===== src/core/ecbe_pkg.sv =====
// Constants, field layout and encodings for the execution-command interpreter.
// Notes on behaviour
// - Software reset acknowledges at once, then resets 100 ms later.
// - Software reset also leaves command mode.
// - Network reset acknowledges, then restarts the network layer discarding its state.
// - Network reset parameter is 0 for local node or 1 for broadcast.
// - Sleep-now puts a cyclic-sleep device to sleep without waiting.
// - Sleep-now acts only from API frames of type 0x08 or 0x09.
// - Sleep-now leaves command mode untouched.
// - Button simulation accepts counts 1, 2 or 4.
// - Table clear erases binding and group tables.
// - Discovery reports carry device type 0 coordinator, 1 router, 2 end device.
// - Discovery ends with a lone carriage return after timeout times 100 ms.
// - Discovery from an API frame sends packets without carriage returns.
// - Discovery with an identifier returns an error when nobody matches.
// - Error status 1 when four transmissions are already queued.
// - Lookup success in command mode loads destination, acknowledges, leaves command mode.
// - API lookup returns both addresses, errors on timeout or blank parameter.
// - Join disable defaults to 0, 1 blocks joins, lost on power cycle.
// - Input sample reads all enabled inputs at once.
// - A good entry sequence sends the bootloader menu at 115200 baud.
// - Serial traffic is 8N1 and flow control is off in the bootloader.
// - Command mode falls back to idle after the command-mode timeout.
// - Exit command leaves command mode at once and applies changes.
package ecbe_pkg;
  localparam int unsigned CLK_HZ = 25_000_000;
  localparam int unsigned BAUD_RATE = 115_200;
  localparam logic [7:0] BAUD_CYC = 8'(CLK_HZ / BAUD_RATE);
  localparam logic [7:0] BAUD_HALF = 8'(CLK_HZ / BAUD_RATE / 2);
  localparam int unsigned TICK_MS = 100;
  localparam int unsigned TICK_CYCLES_DEF = CLK_HZ / 1000 * TICK_MS;
  localparam logic [2:0] STRAP_SETTLE = 3'h4;
  // Register byte offsets.
  localparam logic [7:0] REG_CMD = 8'h00;
  localparam logic [7:0] REG_STATUS = 8'h04;
  localparam logic [7:0] REG_CTRL = 8'h08;
  localparam logic [7:0] REG_DEST_HIGH = 8'h0C;
  localparam logic [7:0] REG_DEST_LOW = 8'h10;
  localparam logic [7:0] REG_NET_ADDR = 8'h14;
  // Command register fields.
  localparam int CMD_CODE_LSB = 0;
  localparam int CMD_PARAM_LSB = 4;
  localparam int CMD_API_LSB = 12;
  localparam int CMD_BLANK_BIT = 20;
  // Control register fields and reset values.
  localparam int CTRL_CT_LSB = 0;
  localparam int CTRL_NT_LSB = 16;
  localparam logic [15:0] CT_RESET = 16'h0064;
  localparam logic [7:0] NT_RESET = 8'h3C;
  localparam logic [7:0] API_NONE = 8'h00;
  localparam logic [7:0] API_AT_CMD = 8'h08;
  localparam logic [7:0] API_AT_QUEUE = 8'h09;
  localparam logic [7:0] STAT_OK = 8'h00;
  localparam logic [7:0] STAT_ERR = 8'h01;
  localparam logic [1:0] DEV_COORD = 2'h0;
  localparam logic [1:0] DEV_ROUTER = 2'h1;
  localparam logic [1:0] DEV_END = 2'h2;
  localparam logic [2:0] QUEUE_MAX = 3'h4;
  localparam logic [7:0] CHAR_CR = 8'h0D;

  typedef enum logic [3:0] {
    CMD_NONE = 4'h0, CMD_SOFT_RESET = 4'h1, CMD_NET_RESET = 4'h2, CMD_SLEEP_NOW = 4'h3,
    CMD_BUTTON = 4'h4, CMD_TABLE_CLEAR = 4'h5, CMD_NODE_DISC = 4'h6, CMD_DEST_LOOKUP = 4'h7,
    CMD_JOIN_DISABLE = 4'h8, CMD_INPUT_SAMPLE = 4'h9, CMD_EXIT = 4'hA, CMD_ENTER = 4'hB
  } ecbe_cmd_t;
  typedef enum logic [1:0] {EX_IDLE = 2'h0, EX_RESET_WAIT = 2'h1, EX_DISC = 2'h2, EX_LOOKUP = 2'h3} ecbe_exec_t;
  typedef enum logic [2:0] {
    BT_CHECK = 3'h0, BT_ARMED = 3'h1, BT_WAIT_CR = 3'h2, BT_ACTIVE = 3'h3, BT_OFF = 3'h4
  } ecbe_boot_t;
  typedef enum logic [1:0] {MSG_OK = 2'h0, MSG_ERR = 2'h1, MSG_CR = 2'h2, MSG_MENU = 2'h3} ecbe_msg_t;
endpackage : ecbe_pkg


===== src/core/ecbe_exec.sv =====
// Execution-command interpreter with bootloader pin-sequence entry and serial reply transmitter.
//
// The Wishbone slave port and the address map were chosen for this implementation.
`timescale 1ns/1ps
`default_nettype none
module ecbe_exec import ecbe_pkg::*; #(
  parameter int unsigned TICK_CYCLES = TICK_CYCLES_DEF
) (
  input wire logic clk_i,
  input wire logic rst_i,
  input wire logic wb_cyc_i,
  input wire logic wb_stb_i,
  input wire logic wb_we_i,
  input wire logic [7:0] wb_adr_i,
  input wire logic [3:0] wb_sel_i,
  input wire logic [31:0] wb_dat_i,
  output logic wb_ack_o,
  output logic [31:0] wb_dat_o,
  input wire logic din_i,
  input wire logic sleep_request_pin_i,
  input wire logic rts_i,
  output logic data_out_o,
  input wire logic cyclic_sleep_i,
  input wire logic coord_i,
  input wire logic end_dev_i,
  input wire logic tx_done_i,
  input wire logic disc_match_i,
  input wire logic lookup_done_i,
  input wire logic [63:0] lookup_ext_i,
  input wire logic [15:0] lookup_net_i,
  output logic soft_reset_o,
  output logic net_restart_o,
  output logic net_broadcast_o,
  output logic sleep_now_o,
  output logic button_o,
  output logic [2:0] button_count_o,
  output logic table_clear_o,
  output logic sample_o,
  output logic disc_start_o,
  output logic lookup_start_o,
  output logic apply_o,
  output logic join_disable_o,
  output logic cmd_mode_o,
  output logic boot_mode_o
);

  // Message length in characters.
  function automatic logic [2:0] msg_len(input ecbe_msg_t sel);
    case (sel)
      MSG_OK: msg_len = 3'h3;
      MSG_ERR: msg_len = 3'h6;
      MSG_CR: msg_len = 3'h1;
      default: msg_len = 3'h4;
    endcase
  endfunction : msg_len

  // Message text, one character per index.
  function automatic logic [7:0] msg_char(input ecbe_msg_t sel, input logic [2:0] idx);
    logic [47:0] txt;
    txt = 48'h0;
    case (sel)
      MSG_OK: txt = {24'h0, 8'h4F, 8'h4B, CHAR_CR};
      MSG_ERR: txt = {8'h45, 8'h52, 8'h52, 8'h4F, 8'h52, CHAR_CR};
      MSG_CR: txt = {40'h0, CHAR_CR};
      default: txt = {16'h0, 8'h42, 8'h4C, 8'h3E, CHAR_CR};
    endcase
    msg_char = txt[8 * (msg_len(sel) - 3'h1 - idx) +: 8];
  endfunction : msg_char

  logic [2:0] pin_s1, pin_s2, pin_s3, pin_f;
  logic din_prev;
  logic [2:0] strap_cnt;
  ecbe_boot_t boot_st;
  logic menu_go;
  logic rx_busy, rx_done;
  logic [7:0] rx_cnt, rx_sh;
  logic [3:0] rx_bit;
  logic tx_busy, msg_active;
  logic [7:0] tx_cnt;
  logic [3:0] tx_bit;
  logic [8:0] tx_sh;
  logic [2:0] msg_idx;
  ecbe_msg_t msg_sel, reply_sel;
  logic reply_go;
  logic [21:0] tick_cnt;
  logic [15:0] tick_n;
  ecbe_exec_t ex_st;
  logic [15:0] ct;
  logic [7:0] nt;
  logic [7:0] status;
  logic [31:0] dest_high, dest_low;
  logic [15:0] net_addr;
  logic [2:0] pend;
  logic api_cur, disc_ident, match_seen;
  logic [31:0] rd_mux;
  logic bus_req, cmd_wr, cmd_acc, pend_add, pend_full, transp;
  ecbe_cmd_t c_cmd;
  logic [7:0] c_param, c_api;
  logic c_blank;

  // Command register decode of the write currently on the bus.
  assign bus_req = wb_cyc_i & wb_stb_i & ~wb_ack_o;
  assign cmd_wr = bus_req & wb_we_i & (wb_adr_i == REG_CMD) & wb_sel_i[0];
  assign c_cmd = ecbe_cmd_t'(wb_dat_i[CMD_CODE_LSB +: 4]);
  assign c_param = wb_dat_i[CMD_PARAM_LSB +: 8];
  assign c_api = wb_dat_i[CMD_API_LSB +: 8];
  assign c_blank = wb_dat_i[CMD_BLANK_BIT];
  assign transp = (c_api == API_NONE);
  // Transparent commands other than enter need command mode; the bootloader owns the port once entered.
  assign cmd_acc = cmd_wr & (boot_st != BT_ACTIVE) & (ex_st == EX_IDLE) & (~transp | cmd_mode_o | c_cmd == CMD_ENTER);
  assign pend_full = (pend == QUEUE_MAX);
  assign pend_add = cmd_acc & ~pend_full & ((c_cmd == CMD_NODE_DISC) | (c_cmd == CMD_DEST_LOOKUP & ~c_blank)
                    | (c_cmd == CMD_NET_RESET & c_param == 8'h01));

  // Pin synchronisers; a level counts once the second and third stages agree.
  always_ff @(posedge clk_i) begin
    if (rst_i) begin
      pin_s1 <= 3'h0;
      pin_s2 <= 3'h0;
      pin_s3 <= 3'h0;
      pin_f <= 3'h0;
      din_prev <= 1'b0;
    end else begin
      pin_s1 <= {rts_i, sleep_request_pin_i, din_i};
      pin_s2 <= pin_s1;
      pin_s3 <= pin_s2;
      pin_f <= (pin_s2 & ~(pin_s2 ^ pin_s3)) | (pin_f & (pin_s2 ^ pin_s3));
      din_prev <= pin_f[0];
    end
  end

  // Bootloader entry: strap check after release, end of break, then a carriage return.
  always_ff @(posedge clk_i) begin
    if (rst_i) begin
      strap_cnt <= 3'h0;
      boot_st <= BT_CHECK;
      menu_go <= 1'b0;
      boot_mode_o <= 1'b0;
    end else begin
      menu_go <= 1'b0;
      case (boot_st)
        BT_CHECK: begin
          strap_cnt <= strap_cnt + 3'h1;
          if (strap_cnt == STRAP_SETTLE) begin
            boot_st <= (~pin_f[0] & ~pin_f[1] & pin_f[2]) ? BT_ARMED : BT_OFF;
          end
        end
        BT_ARMED: begin
          if (pin_f[1] | ~pin_f[2]) begin
            boot_st <= BT_OFF;
          end else if (pin_f[0]) begin
            boot_st <= BT_WAIT_CR;
          end
        end
        BT_WAIT_CR: begin
          if (rx_done && rx_sh == CHAR_CR) begin
            boot_st <= BT_ACTIVE;
            menu_go <= 1'b1;
            boot_mode_o <= 1'b1;
          end
        end
        BT_ACTIVE: boot_st <= BT_ACTIVE;
        default: boot_st <= BT_OFF;
      endcase
    end
  end

  // 8N1 receiver at 115200 baud; flow line is ignored here, a good stop bit marks a byte.
  always_ff @(posedge clk_i) begin
    if (rst_i) begin
      rx_busy <= 1'b0;
      rx_done <= 1'b0;
      rx_cnt <= 8'h00;
      rx_bit <= 4'h0;
      rx_sh <= 8'h00;
    end else begin
      rx_done <= 1'b0;
      if (!rx_busy) begin
        if (boot_st == BT_WAIT_CR && din_prev && !pin_f[0]) begin
          rx_busy <= 1'b1;
          rx_cnt <= BAUD_HALF;
          rx_bit <= 4'h0;
        end
      end else if (rx_cnt == 8'h00) begin
        rx_cnt <= BAUD_CYC - 8'h01;
        rx_bit <= rx_bit + 4'h1;
        if (rx_bit == 4'h9) begin
          rx_busy <= 1'b0;
          rx_done <= pin_f[0];
        end else if (rx_bit != 4'h0) begin
          rx_sh <= {pin_f[0], rx_sh[7:1]};
        end
      end else begin
        rx_cnt <= rx_cnt - 8'h01;
      end
    end
  end

  // 8N1 transmitter sending whole messages character by character.
  always_ff @(posedge clk_i) begin
    if (rst_i) begin
      data_out_o <= 1'b1;
      tx_busy <= 1'b0;
      tx_cnt <= 8'h00;
      tx_bit <= 4'h0;
      tx_sh <= 9'h1FF;
      msg_active <= 1'b0;
      msg_idx <= 3'h0;
      msg_sel <= MSG_OK;
    end else begin
      if (menu_go || reply_go) begin
        msg_active <= 1'b1;
        msg_idx <= 3'h0;
        msg_sel <= menu_go ? MSG_MENU : reply_sel;
      end else if (msg_active && !tx_busy) begin
        tx_busy <= 1'b1;
        data_out_o <= 1'b0;
        tx_sh <= {1'b1, msg_char(msg_sel, msg_idx)};
        tx_cnt <= BAUD_CYC - 8'h01;
        tx_bit <= 4'h0;
        msg_idx <= msg_idx + 3'h1;
        msg_active <= (msg_idx != msg_len(msg_sel) - 3'h1);
      end
      if (tx_busy) begin
        if (tx_cnt != 8'h00) begin
          tx_cnt <= tx_cnt - 8'h01;
        end else if (tx_bit == 4'h9) begin
          tx_busy <= 1'b0;
        end else begin
          data_out_o <= tx_sh[0];
          tx_sh <= {1'b1, tx_sh[8:1]};
          tx_bit <= tx_bit + 4'h1;
          tx_cnt <= BAUD_CYC - 8'h01;
        end
      end
    end
  end

  // 100 ms tick counter, restarted by every accepted command.
  always_ff @(posedge clk_i) begin
    if (rst_i || cmd_acc) begin
      tick_cnt <= 22'h0;
      tick_n <= 16'h0;
    end else if (tick_cnt == 22'(TICK_CYCLES - 1)) begin
      tick_cnt <= 22'h0;
      tick_n <= (tick_n == 16'hFFFF) ? tick_n : tick_n + 16'h1;
    end else begin
      tick_cnt <= tick_cnt + 22'h1;
    end
  end

  // Transmit queue occupancy; a finished transmission frees a slot.
  always_ff @(posedge clk_i) begin
    if (rst_i) begin
      pend <= 3'h0;
    end else begin
      pend <= pend + {2'h0, pend_add} - {2'h0, tx_done_i & (pend != 3'h0)};
    end
  end

  // Command execution, command mode and the lasting results of commands.
  always_ff @(posedge clk_i) begin
    if (rst_i) begin
      ex_st <= EX_IDLE;
      cmd_mode_o <= 1'b0;
      status <= STAT_OK;
      reply_go <= 1'b0;
      reply_sel <= MSG_OK;
      join_disable_o <= 1'b0;
      dest_high <= 32'h0;
      dest_low <= 32'h0;
      net_addr <= 16'h0;
      api_cur <= 1'b0;
      disc_ident <= 1'b0;
      match_seen <= 1'b0;
      soft_reset_o <= 1'b0;
      net_restart_o <= 1'b0;
      net_broadcast_o <= 1'b0;
      sleep_now_o <= 1'b0;
      button_o <= 1'b0;
      button_count_o <= 3'h0;
      table_clear_o <= 1'b0;
      sample_o <= 1'b0;
      disc_start_o <= 1'b0;
      lookup_start_o <= 1'b0;
      apply_o <= 1'b0;
    end else begin
      reply_go <= 1'b0;
      soft_reset_o <= 1'b0;
      net_restart_o <= 1'b0;
      net_broadcast_o <= 1'b0;
      sleep_now_o <= 1'b0;
      button_o <= 1'b0;
      table_clear_o <= 1'b0;
      sample_o <= 1'b0;
      disc_start_o <= 1'b0;
      lookup_start_o <= 1'b0;
      apply_o <= 1'b0;
      if (cmd_acc) begin
        api_cur <= ~transp;
        status <= STAT_OK;
        reply_go <= transp;
        reply_sel <= MSG_OK;
        case (c_cmd)
          CMD_SOFT_RESET: ex_st <= EX_RESET_WAIT;
          CMD_NET_RESET: begin
            if (c_param > 8'h01 || (c_param == 8'h01 && pend_full)) begin
              status <= STAT_ERR;
              reply_sel <= MSG_ERR;
            end else begin
              net_restart_o <= 1'b1;
              net_broadcast_o <= c_param[0];
            end
          end
          CMD_SLEEP_NOW: sleep_now_o <= (c_api == API_AT_CMD || c_api == API_AT_QUEUE) & cyclic_sleep_i;
          CMD_BUTTON: begin
            if (c_param == 8'h01 || c_param == 8'h02 || c_param == 8'h04) begin
              button_o <= 1'b1;
              button_count_o <= c_param[2:0];
            end else begin
              status <= STAT_ERR;
              reply_sel <= MSG_ERR;
            end
          end
          CMD_TABLE_CLEAR: table_clear_o <= 1'b1;
          CMD_NODE_DISC: begin
            if (pend_full) begin
              status <= STAT_ERR;
              reply_sel <= MSG_ERR;
            end else begin
              reply_go <= 1'b0;
              disc_start_o <= 1'b1;
              disc_ident <= ~c_blank;
              match_seen <= 1'b0;
              ex_st <= EX_DISC;
            end
          end
          CMD_DEST_LOOKUP: begin
            if (c_blank || pend_full) begin
              status <= STAT_ERR;
              reply_sel <= MSG_ERR;
            end else begin
              reply_go <= 1'b0;
              lookup_start_o <= 1'b1;
              ex_st <= EX_LOOKUP;
            end
          end
          CMD_JOIN_DISABLE: begin
            if (c_param > 8'h01) begin
              status <= STAT_ERR;
              reply_sel <= MSG_ERR;
            end else begin
              join_disable_o <= c_param[0];
            end
          end
          CMD_INPUT_SAMPLE: sample_o <= 1'b1;
          CMD_EXIT: begin
            cmd_mode_o <= 1'b0;
            apply_o <= 1'b1;
          end
          CMD_ENTER: cmd_mode_o <= 1'b1;
          default: begin
            status <= STAT_ERR;
            reply_sel <= MSG_ERR;
          end
        endcase
      end else begin
        case (ex_st)
          EX_RESET_WAIT: begin
            if (tick_n == 16'h1) begin
              soft_reset_o <= 1'b1;
              cmd_mode_o <= 1'b0;
              ex_st <= EX_IDLE;
            end
          end
          EX_DISC: begin
            if (disc_match_i) begin
              match_seen <= 1'b1;
            end
            if (tick_n == {8'h0, nt}) begin
              ex_st <= EX_IDLE;
              reply_go <= ~api_cur;
              if (disc_ident && !match_seen && !disc_match_i) begin
                status <= STAT_ERR;
                reply_sel <= MSG_ERR;
              end else begin
                reply_sel <= MSG_CR;
              end
            end
          end
          EX_LOOKUP: begin
            if (lookup_done_i) begin
              dest_high <= lookup_ext_i[63:32];
              dest_low <= lookup_ext_i[31:0];
              net_addr <= lookup_net_i;
              reply_go <= ~api_cur;
              reply_sel <= MSG_OK;
              cmd_mode_o <= api_cur & cmd_mode_o;
              ex_st <= EX_IDLE;
            end else if (tick_n == {8'h0, nt}) begin
              status <= STAT_ERR;
              reply_go <= ~api_cur;
              reply_sel <= MSG_ERR;
              ex_st <= EX_IDLE;
            end
          end
          default: begin
            if (cmd_mode_o && tick_n >= ct) begin
              cmd_mode_o <= 1'b0;
            end
          end
        endcase
      end
    end
  end

  // Register read mux; unmapped addresses read as zero.
  always_comb begin
    rd_mux = 32'h0;
    case (wb_adr_i)
      REG_STATUS: rd_mux = {13'h0, pend, status, 2'h0, (coord_i ? DEV_COORD : end_dev_i ? DEV_END : DEV_ROUTER),
                            join_disable_o, boot_mode_o, (ex_st != EX_IDLE), cmd_mode_o};
      REG_CTRL: rd_mux = {8'h0, nt, ct};
      REG_DEST_HIGH: rd_mux = dest_high;
      REG_DEST_LOW: rd_mux = dest_low;
      REG_NET_ADDR: rd_mux = {16'h0, net_addr};
      default: rd_mux = 32'h0;
    endcase
  end

  // Wishbone slave: one wait state, acknowledge for one cycle, control register writes by byte lane.
  always_ff @(posedge clk_i) begin
    if (rst_i) begin
      wb_ack_o <= 1'b0;
      wb_dat_o <= 32'h0;
      ct <= CT_RESET;
      nt <= NT_RESET;
    end else begin
      wb_ack_o <= bus_req;
      wb_dat_o <= (bus_req && !wb_we_i) ? rd_mux : 32'h0;
      if (bus_req && wb_we_i && wb_adr_i == REG_CTRL) begin
        if (wb_sel_i[0]) ct[7:0] <= wb_dat_i[CTRL_CT_LSB +: 8];
        if (wb_sel_i[1]) ct[15:8] <= wb_dat_i[CTRL_CT_LSB + 8 +: 8];
        if (wb_sel_i[2]) nt <= wb_dat_i[CTRL_NT_LSB +: 8];
      end
    end
  end
endmodule : ecbe_exec
`default_nettype wire


===== config.mk =====
export PLATFORM = sky130hd
export DESIGN_NAME = ecbe_exec
export DESIGN_NICKNAME = d
export VERILOG_FILES = /design/src/core/ecbe_pkg.sv /design/src/core/ecbe_exec.sv
export SDC_FILE = /design/constraint.sdc
export NUM_CORES = 1
export LEC_CHECK = 0
export BUFFER_PORTS_ARGS = -buffer_cell sky130_fd_sc_hd__buf_4
export CAP_MARGIN = 20
export CORE_MARGIN = 2
export CORE_UTILIZATION = 45
export CTS_CLUSTER_DIAMETER = 50
export DETAILED_ROUTE_END_ITERATION = 12
export GPL_ROUTABILITY_DRIVEN = 0
export PLACE_DENSITY = 0.75
export SLEW_MARGIN = 20
export SYNTH_ARGS = -nofsm -noshare
export SYNTH_HDL_FRONTEND = slang
export SYNTH_SLANG_ARGS = --single-unit

===== constraint.sdc =====
create_clock -name clk_i -period 5.9 [get_ports clk_i]
set_input_delay 1.475 -clock clk_i [delete_from_list [all_inputs] [get_ports clk_i]]
set_output_delay 1.475 -clock clk_i [all_outputs]
set_load 0.01 [all_outputs]

==> metrics.md, run 1 <==
| Metric | Value |
|---|---|
| Final layout net count | between 1500 and 2000 |
| Maximum clock frequency | 0.244 GHz |
| Routed Wire Length | 33.0 mm |
| Cell count after synthesis | 1475 |
| Setup TNS | 0 ns |
| Largest net degree at the start of global routing | 81 |
| Final min period | 4.10 ns |
| Residual DRC | 0 |
| TritonCTS clock tree | built |
| Syn_area_per_cell | between 8 and 9 um2 |
| Clock root buffer | clkbuf_16 |
| Row cnt | 60 |
| Max FO, Critical Path | 4 |
| Status | finished clean |
| # port buffers | 178 |
| CP Depth | 13 |
| Max layer used | met4 |
| ANT cells | 0 |
| RR Endpoint | pend[2] |
| Worst R2R Setup Slack | 2.82 ns |
| Worst setup path end | pend[2] |
| Skew-Pair Late Insertion Delay | 0.56 ns |
| Final ANT Viol Nets | 0 |
| Resize count post-CTS | 0 |
| Total global-route track usage | 22.1% |
| Number of enable flip-flop cells after synthesis | 0 |
| Number of global-route vias before repair | about 11000 |
| Critical Path RT | 6.33 ns |
| Final worst slack | ~1.8 ns |
| Post-DP HPWL | between 20 and 25 mm |
| Vias | ~11000 |
| Hold Path Class | flop to flop |
| YS warnings | 0 |
| Clk sinks | 274 |
| # IOs | 188 |
| Synth async-reset ratio | 0% |
| Grt total ovfl | 0 |
| Worst Setup End Kind | flop |
| Register area share after synthesis | 44.1% |
| Endpoints failing setup | 0 |
| Worst slew pin tran | 0.983 ns |
| Initial antenna violation count | 0 |
| Met2 routed WL | 15.1 mm |
| Initial detailed-routing violation count | between 900 and 1000 |
| Initial DRT Pass Iterations | 5 |
| Post-CTS Setup Bufs | 0 |
| Crit-path cells | buf_4, or4_1, nor4_2, nand4_1, a211o_1, ha_1, inv_1, ha_1, inv_1, fa_1, xor2_1, xnor2_1, nor2_1 |
| Post-synthesis register bit count | roughly 270 |
| Std-Cell Core Area | ~27000 um2 |
| Syn_nets | ~1700 |
| Share of cells above drive strength 1 | between 15 and 20% |
| Synth top area cells | dfxtp_1 (44%), nand2_1 (7.7%), a21oi_1 (5.6%) |
| Hold Buf Count CTS | 0 |
| DIE WIDTH | between 150 and 200 um |
| H-tree depth | 1 |
| CTS clk-pin slew, worst paths | ~0.06 ns |
| Final Skew | 0.0260 ns |
| Lkg Pwr | 5.84 nW |
| TritonCTS Buffers | 31 |
| Layout area overhead | 20.3% |
| Final worst path period share | 69.5% |
| Cell taking the most area after synthesis | dfxtp_1 |
| Final hold viol count | 0 |
| CP startpoint kind | primary input |
| Longest Clk Path Bufs | 3 |
| First-pass GRT wire length | roughly 52 mm |
| Total power | 4.09 mW |
| Ys flop type | dfxtp_1 |
| DRT met1 WL | 14.3 mm |
| Largest stage delay on the critical path | 0.67 ns |
| Initial Utilization | 46.0% |
| CP arrival | approximately 4.5 ns |
| RSZ-0062 raised after global routing | no |
| Crit path max-delay family | simple AND/OR/NAND/NOR gates |
| Beginning of the critical path | wb_dat_i[8] |
| Synth Cell Area | roughly 12000 um2 |
| Crit path max-delay cell type | or4_1 |
| CP Buf/Inv Count | 3 |
| FF-to-FF path depth | 11 |
| Final Max Slew Viols | 0 |
| Number of distinct library cells after synthesis | 77 |
| Max VDD drop | 249 uV |
| Synth top area share | 44.1% |
| Worst R2R Start | wb_ack_o |
| CP Class | primary input to flop |
| PwrDens | 273 nW/um2 |
| Placement Setup Slack | roughly 1.3 ns |
| Maxcap violations | 0 |
| Die H | between 150 and 200 um |
| Max_slew headroom | 33.8% |
| Routed length per instance | 16.7 um |
| Met3 WL | between 2 and 2.5 mm |
| Via density | 5.59 |
| Total die area | 29000 um2 |
[how the worst min path moves through the flow]
stage / cells after the start / startpoint / slack [ns] / endpoint
floorplan: 1 / pin_s1[0] / 0.41 / pin_s2[0]
detailed placement: 1 / pin_s1[0] / 0.42 / pin_s2[0]
finish: 1 / pin_s1[0] / 0.44 / pin_s2[0]
global route: 1 / pin_s1[1] / 0.45 / pin_s2[1]
CTS: 1 / pin_s1[0] / 0.44 / pin_s2[0]
global placement: 1 / pin_s1[2] / 0.42 / pin_s2[2]
[final cells by class]
cell class / instances / area, um2
clock buffer: 40 / 870
clock inverter: 13 / 166
fill: 2456 / 12100
inverter: 53 / 199
multi-input combinational: 1069 / 6400
sequential: 274 / 5490
tap: 341 / 427
timing repair buffer: 187 / 1400
[logic make-up (layout without fill, tap and decap cells)]
| kind of cell | Yosys count | after routing | share of synthesized area [%] |
|---|---|---|---|
| simple gates | 639 | 639 | 24.6 |
| mux | 52 | 52 | 4.21 |
| buf+inv | 132 | 293 | 4.54 |
| flops | 274 | 274 | 44.1 |
| xor+xnor | 51 | 51 | 3.59 |
| fa+ha+maj | 49 | 49 | 5.05 |
| compound gates | 278 | 278 | 13.9 |
[routing by layer]
metal	GRT usage, %	vias to the layer above
li1	-	5390
met1	28.8	5207
met3	4.05	94
met2	36.0	361
met4	8.99	0
met5	0	-
[cell usage after synthesis, types with 4 or more instances]
cell type    n
clkbuf_1    43
nor3_1      25
nand3_1     24
and4_1       8
dfxtp_1    274
xnor2_1     26
buf_2       28
o31ai_1      4
nand4_1     25
a22oi_1     14
and2_1      10
mux2i_1     50
a31oi_1      8
a21oi_1    140
nand2_1    256
nor2b_1     21
a221oi_1     7
o21ai_0     34
ha_1        47
inv_1       52
a311oi_1     4
nor4_1      13
nor4_2       5
xor2_1      25
nor2_1     178
a211oi_1    12
nand2b_1    10
o211ai_1     7
and3_1      22
o2111ai_1    5
nor3b_1      6
a222oi_1    11
[cells in the final DEF (no fill, tap or decap), types with 10 or more instances in the layout]
| cell | instances |
|---|---|
| clkbuf_16 | 31 |
| nand4_1 | 25 |
| xor2_1 | 25 |
| o21ai_0 | 34 |
| inv_1 | 52 |
| nand3_1 | 23 |
| nor3_1 | 25 |
| a222oi_1 | 11 |
| dfxtp_1 | 274 |
| nor2b_1 | 20 |
| a21oi_1 | 140 |
| buf_4 | 187 |
| ha_1 | 47 |
| a211oi_1 | 12 |
| and3_1 | 22 |
| nor2_1 | 178 |
| mux2i_1 | 50 |
| nor4_1 | 13 |
| and2_1 | 10 |
| a22oi_1 | 14 |
| xnor2_1 | 26 |
| nand2_1 | 256 |
| nand2b_1 | 10 |
[where the power goes]
group / internal, mW / switching [mW] / leakage, nW
logic: 0.119 / 0.128 / 3.13
registers: 1.88 / 0.0279 / 2.21
clock network: 1.17 / 0.772 / 0.501
[sequential cells by signal, indices dropped and copies added (netlist names), 4 cells and up, named ones only]
name / flops
dest_high: 32
ct: 16
nt: 8
rx_sh: 8
tx_cnt: 8
tx_bit: 4
tick_cnt: 22
dest_low: 32
wb_dat_o: 32
tx_sh: 9
tick_n: 16
rx_cnt: 8
rx_bit: 4
net_addr: 16
[per-stage QoR]
stage | instance area, um2 | std cells | hold slack (ns) | util [%]
6_report | 14900 | 1977 | 0.437 | 55.3
3_5_place_dp | 13900 | 1923 | 0.423 | 51.4
4_1_cts | 14900 | 1976 | 0.438 | 55.3
3_3_place_gp | 13900 | 1923 | 0.419 | 51.4
5_1_grt | 14900 | 1977 | 0.449 | 55.3
2_1_floorplan | 12400 | 1475 | 0.414 | -
(Power assumes the default switching activity.)
==> inputs of run 2 (changes only) <==
PLACE_DENSITY = 0.78   (was 0.75)
clock period = 3.3 ns   (was 5.9 ns; I/O delays follow)
==> metrics.md, run 2 (synthesis gave the netlist of run 1 again) <==
| Metric | Value |
|---|---|
| Maximum clock frequency | 0.309 GHz |
| Met2 routed WL | 15.5 mm |
| CP dominant cell by count | inv_1 |
| Initial detailed-routing violation count | 1012 |
| Skew-Pair Late Insertion Delay | 0.55 ns |
| Layout fillers | 2401 |
| Final hold viol count | 0 |
| Final min period | 3.23 ns |
| Most common cell after layout, fill and taps aside | dfxtp_1 |
| Final worst path period share | 97.9% |
| Initial antenna violation count | 0 |
| Number of global-route vias before repair | 10636 |
| Worst R2R Start | msg_sel[0] |
| Worst Setup End Kind | flop |
| Max VDD drop | around 340 uV |
| Largest stage delay on the critical path | 0.53 ns |
| Commonest non-fill, non-tap cells in the layout | dfxtp_1 (274), nand2_1 (256), buf_4 (211) |
| Initial Utilization | 46.0% |
| Crit path max-delay cell type | or4_4 |
| Crit-path cells | buf_4, or4_4, buf_6, nor4_4, nand4_1, a211o_1, ha_1, inv_1, ha_2, inv_1, fa_2, xor2_1, xnor2_1, nor2_1 |
| CP Depth | 14 |
| Post-DP HPWL | 24.0 mm |
| Grt total ovfl | 0 |
| Routed length per instance | 16.7 um |
| Crit path max-delay family | simple AND/OR/NAND/NOR gates |
| Layout area overhead | 23.0% |
| Routed Wire Length | roughly 34 mm |
| Total die area | 29000 um2 |
| TritonCTS clock tree | built |
| FF-to-FF path depth | 11 |
| Status | finished clean |
| Max layer used | met4 |
| Final layout net count | between 1500 and 2000 |
| Initial DRT Pass Iterations | 5 |
| Largest net degree at the start of global routing | 161 |
| # IOs | 188 |
| Std-Cell Core Area | 27000 um2 |
| RR Endpoint | tx_sh[1] |
| CP startpoint kind | primary input |
| DIE WIDTH | 170 um |
| Hold path endpoint | pin_s2[0] |
| Row cnt | 60 |
| CTS clk-pin slew, worst paths | 0.06 ns |
| Clk sinks | 274 |
| CP arrival | between 3 and 4 ns |
| # port buffers | 178 |
| Met3 WL | 2.48 mm |
| CP Buf/Inv Count | 4 |
| Max_slew headroom | between 40 and 50% |
| DRT met1 WL | about 14 mm |
| Maxcap violations | 0 |
| Final Skew | 0.0103 ns |
| Total power | 7.44 mW |
| First-pass GRT wire length | approximately 53 mm |
| Share of cells above drive strength 1 | 18.3% |
| H-tree depth | 1 |
| Final Max Slew Viols | 0 |
| Hold Buf Count CTS | 0 |
| Hold Slack | about 0.45 ns |
| Clock root buffer | clkbuf_16 |
| Vias | 11219 |
| Max FO, Critical Path | 2 |
| Critical Path RT | 3.71 ns |
| Total global-route track usage | roughly 22% |
| RSZ-0062 raised after global routing | yes |
| Endpoints failing setup | 0 |
| ANT cells | 0 |
| Lkg Pwr | 6.03 nW |
| Worst slew pin tran | 0.780 ns |
| Regs by FF count | dest_high: 32 flops, dest_low: 32 flops, wb_dat_o: 32 flops |
| PwrDens | 487 nW/um2 |
| Setup TNS | 0 ns |
| Worst R2R Setup Slack | 0.50 ns |
| Residual DRC | 0 |
| Final ANT Viol Nets | 0 |
| Via density | around 5.6 |
| Min-Delay Startpoint | pin_s1[0] |
| Hold path cells | 1 |
| Longest Clk Path Bufs | 3 |
| CP Class | primary input to flop |
| Hold Path Class | flop to flop |
| Die H | between 150 and 200 um |
| TritonCTS Buffers | 31 |
==> run 2: metrics by stage <==
step	worst slack, ns	util, %	instances	cell area (um2)
after detailed placement	-0.395	52.5	1952	14200
final	0.0679	56.6	2009	15300
after CTS	0.0682	56.5	2008	15300
after global routing	-0.0464	56.6	2009	15300
after global placement	-0.321	52.5	1952	14200
after floorplan	-0.0503	-	1475	12400
==> run 2: routing by layer <==
layer / global-route usage [%] / up-vias
li1: - / 5436
met1: 30.0 / 5296
met2: 36.5 / 399
met3: 4.42 / 88
met4: 7.69 / 0
met5: 0 / -
==> run 2: worst max-delay path by stage <==
stage,start,end
floorplan,wb_dat_i[8],pend[2]
global placement,wb_dat_i[8],pend[2]
detailed placement,wb_dat_i[8],pend[2]
CTS,wb_dat_i[8],pend[2]
global route,wb_dat_i[8],pend[2]
finish,wb_dat_i[8],pend[2]
==> run 2: cell type report <==
class                   count  area (um2)  share of cell area [%]
clock buffers              38         862                    5.64
repair buffers            216        1680                    11.0
well taps                 341         427                    2.79
clock inverters            18         226                    1.48
multi-input cells        1069        6410                    42.0
flip-flops and latches    274        5490                    35.9
inverters                  53         199                    1.30
==> run 2: what timing repair did <==
action	4_1_cts	5_1_grt
setup buffers	0	1
endpoints found under the setup margin	0	1
resized for setup	0	4
==> run 2: power by group <==
part           leakage [nW]  switching [mW]  internal, mW  total, mW
combinational          3.29           0.235         0.229      0.464
sequential             2.21          0.0519          3.35       3.40
clock                 0.525            1.40          2.18       3.57
total                  6.03            1.68          5.76       7.44
==> inputs of run 3 (changes only) <==
BUFFER_PORTS_ARGS = not set   (was -buffer_cell sky130_fd_sc_hd__buf_4)
DONT_BUFFER_PORTS = 1   (was not set)
PLACE_DENSITY = 0.72   (was 0.78)
SLEW_MARGIN = not set   (was 20)
==> metrics.md, run 3 (synthesis gave the netlist of run 1 again) <==
| Metric | Value |
|---|---|
| Status | finished clean |
| Hold Buf Count CTS | 0 |
| Max VDD drop | 435 uV |
| Vias | approximately 10000 |
| ANT cells | 0 |
| CP arrival | 3.45 ns |
| Layout area overhead | 12.5% |
| Resize count post-CTS | 0 |
| Final worst path period share | 91.7% |
| Total power | 7.55 mW |
| Critical Path RT | 3.72 ns |
| Largest net degree at the start of global routing | 185 |
| Final Max Slew Viols | 0 |
| Lkg Pwr | between 5 and 6 nW |
| Row cnt | 60 |
| Total global-route track usage | 21.4% |
| Via density | approximately 5.7 |
| First-pass GRT wire length | slightly below 50 mm |
| Clock root buffer | clkbuf_16 |
| Max FO, Critical Path | 2 |
| DIE WIDTH | 170 um |
| Most common cell after layout, fill and taps aside | dfxtp_1 |
| H-tree depth | 2 |
| Residual DRC | 0 |
| Longest Clk Path Bufs | 3 |
| Die H | 170 um |
| Final layout net count | 1648 |
| CTS clk-pin slew, worst paths | 0.06 ns |
| Hold Path Class | primary input to flop |
| Initial DRT Pass Iterations | 5 |
| Total die area | 29000 um2 |
| TritonCTS clock tree | built |
| Regs by FF count | dest_high: 32 flops, dest_low: 32 flops, wb_dat_o: 32 flops |
| # port buffers | 0 |
| PwrDens | approximately 540 nW/um2 |
| Worst slew pin tran | ~0.86 ns |
| Setup TNS | 0 ns |
| Initial detailed-routing violation count | 832 |
| # IOs | 188 |
| Share of cells above drive strength 1 | under 10% |
| Initial Utilization | 46.0% |
| Final ANT Viol Nets | 0 |
| Max_slew headroom | a little over two fifths |
| Skew-Pair Late Insertion Delay | 0.52 ns |
| Grt total ovfl | 0 |
| Initial antenna violation count | 0 |
| Std-Cell Core Area | 27000 um2 |
| Routed length per instance | 17.5 um |
| Commonest non-fill, non-tap cells in the layout | dfxtp_1 (274), nand2_1 (256), nor2_1 (178) |
| Clk sinks | approximately 270 |
| Maxcap violations | 0 |
| Final hold viol count | 0 |
| Endpoints failing setup | 0 |
| Final Skew | 0.0288 ns |
| CP Class | primary input to flop |
| Final Cell Area | 14000 um2 |
| Maximum clock frequency | 0.330 GHz |
| Post-CTS Setup Bufs | 0 |
| Worst Setup End Kind | flop |
| Number of global-route vias before repair | 9665 |
| CP startpoint kind | primary input |
| TritonCTS Buffers | 35 |
| Routed Wire Length | 31.9 mm |
| RSZ-0062 raised after global routing | no |
| DP Area | 12800 um2 |
| Final min period | 3.03 ns |
| Post-DP HPWL | between 20 and 25 mm |
-- run 3: changes by cell type in the layout (fill, tap and decap cells not counted), sizes merged --
cell,previous run,this run
buf,216,28
clkbuf,38,44
clkinv,8,7
clkinvlp,4,2
inv,55,56
-- run 3: area by class of cell --
class	count	area, um2
clock inverter	16	219
tap	341	427
fill	2514	13100
clock buffer	44	980
inverter	53	199
sequential	274	5490
multi-input combinational	1069	6410
timing repair buffer	28	260
-- run 3: worst paths after layout --
kind	from	to	slack [ns]	cells after the start
worst max-delay path	wb_dat_i[8]	pend[2]	0.27	12
worst min-delay path	rst_i	pin_s1[0]	0.40	1
worst max register to register	msg_sel[0]	tx_sh[1]	0.46	11
worst min register to register	pin_s1[0]	pin_s2[0]	0.43	1
-- run 3: where the power goes --
part           internal (mW)  leakage, nW  switching, mW  total [mW]
combinational          0.125         2.36          0.132       0.257
sequential              3.35         2.21         0.0516        3.41
clock                   2.43        0.588           1.45        3.88
total                   5.91         5.16           1.64        7.55
-- run 3: layer usage --
layer	wire (um)	track usage, %	vias up
met5	0	0	-
met4	1370	9.51	0
met3	2280	5.42	100
met2	14600	33.5	375
met1	13700	27.9	4923
li1	-	-	5089
-- run 3: worst max-delay path, stage by stage --
cell and delay [ns]:
or4_1 0.69, nor4_4 0.22, nand4_1 0.15, a211o_1 0.33, ha_1 0.27, inv_1 0.06, ha_1 0.13, inv_1 0.04
fa_1 0.37, xor2_1 0.18, xnor2_1 0.14, nor2_1 0.05
-- run 3: metrics by stage --
step | std cells | setup WS, ns | util, % | hold WS, ns
global route | 1825 | 0.0996 | 51.7 | 0.367
global placement | 1764 | -0.221 | 47.3 | 0.417
detailed placement | 1765 | -0.260 | 47.3 | 0.424
finish | 1825 | 0.272 | 51.7 | 0.399
CTS | 1825 | 0.273 | 51.7 | 0.362
floorplan | 1475 | -0.0503 | - | 0.414
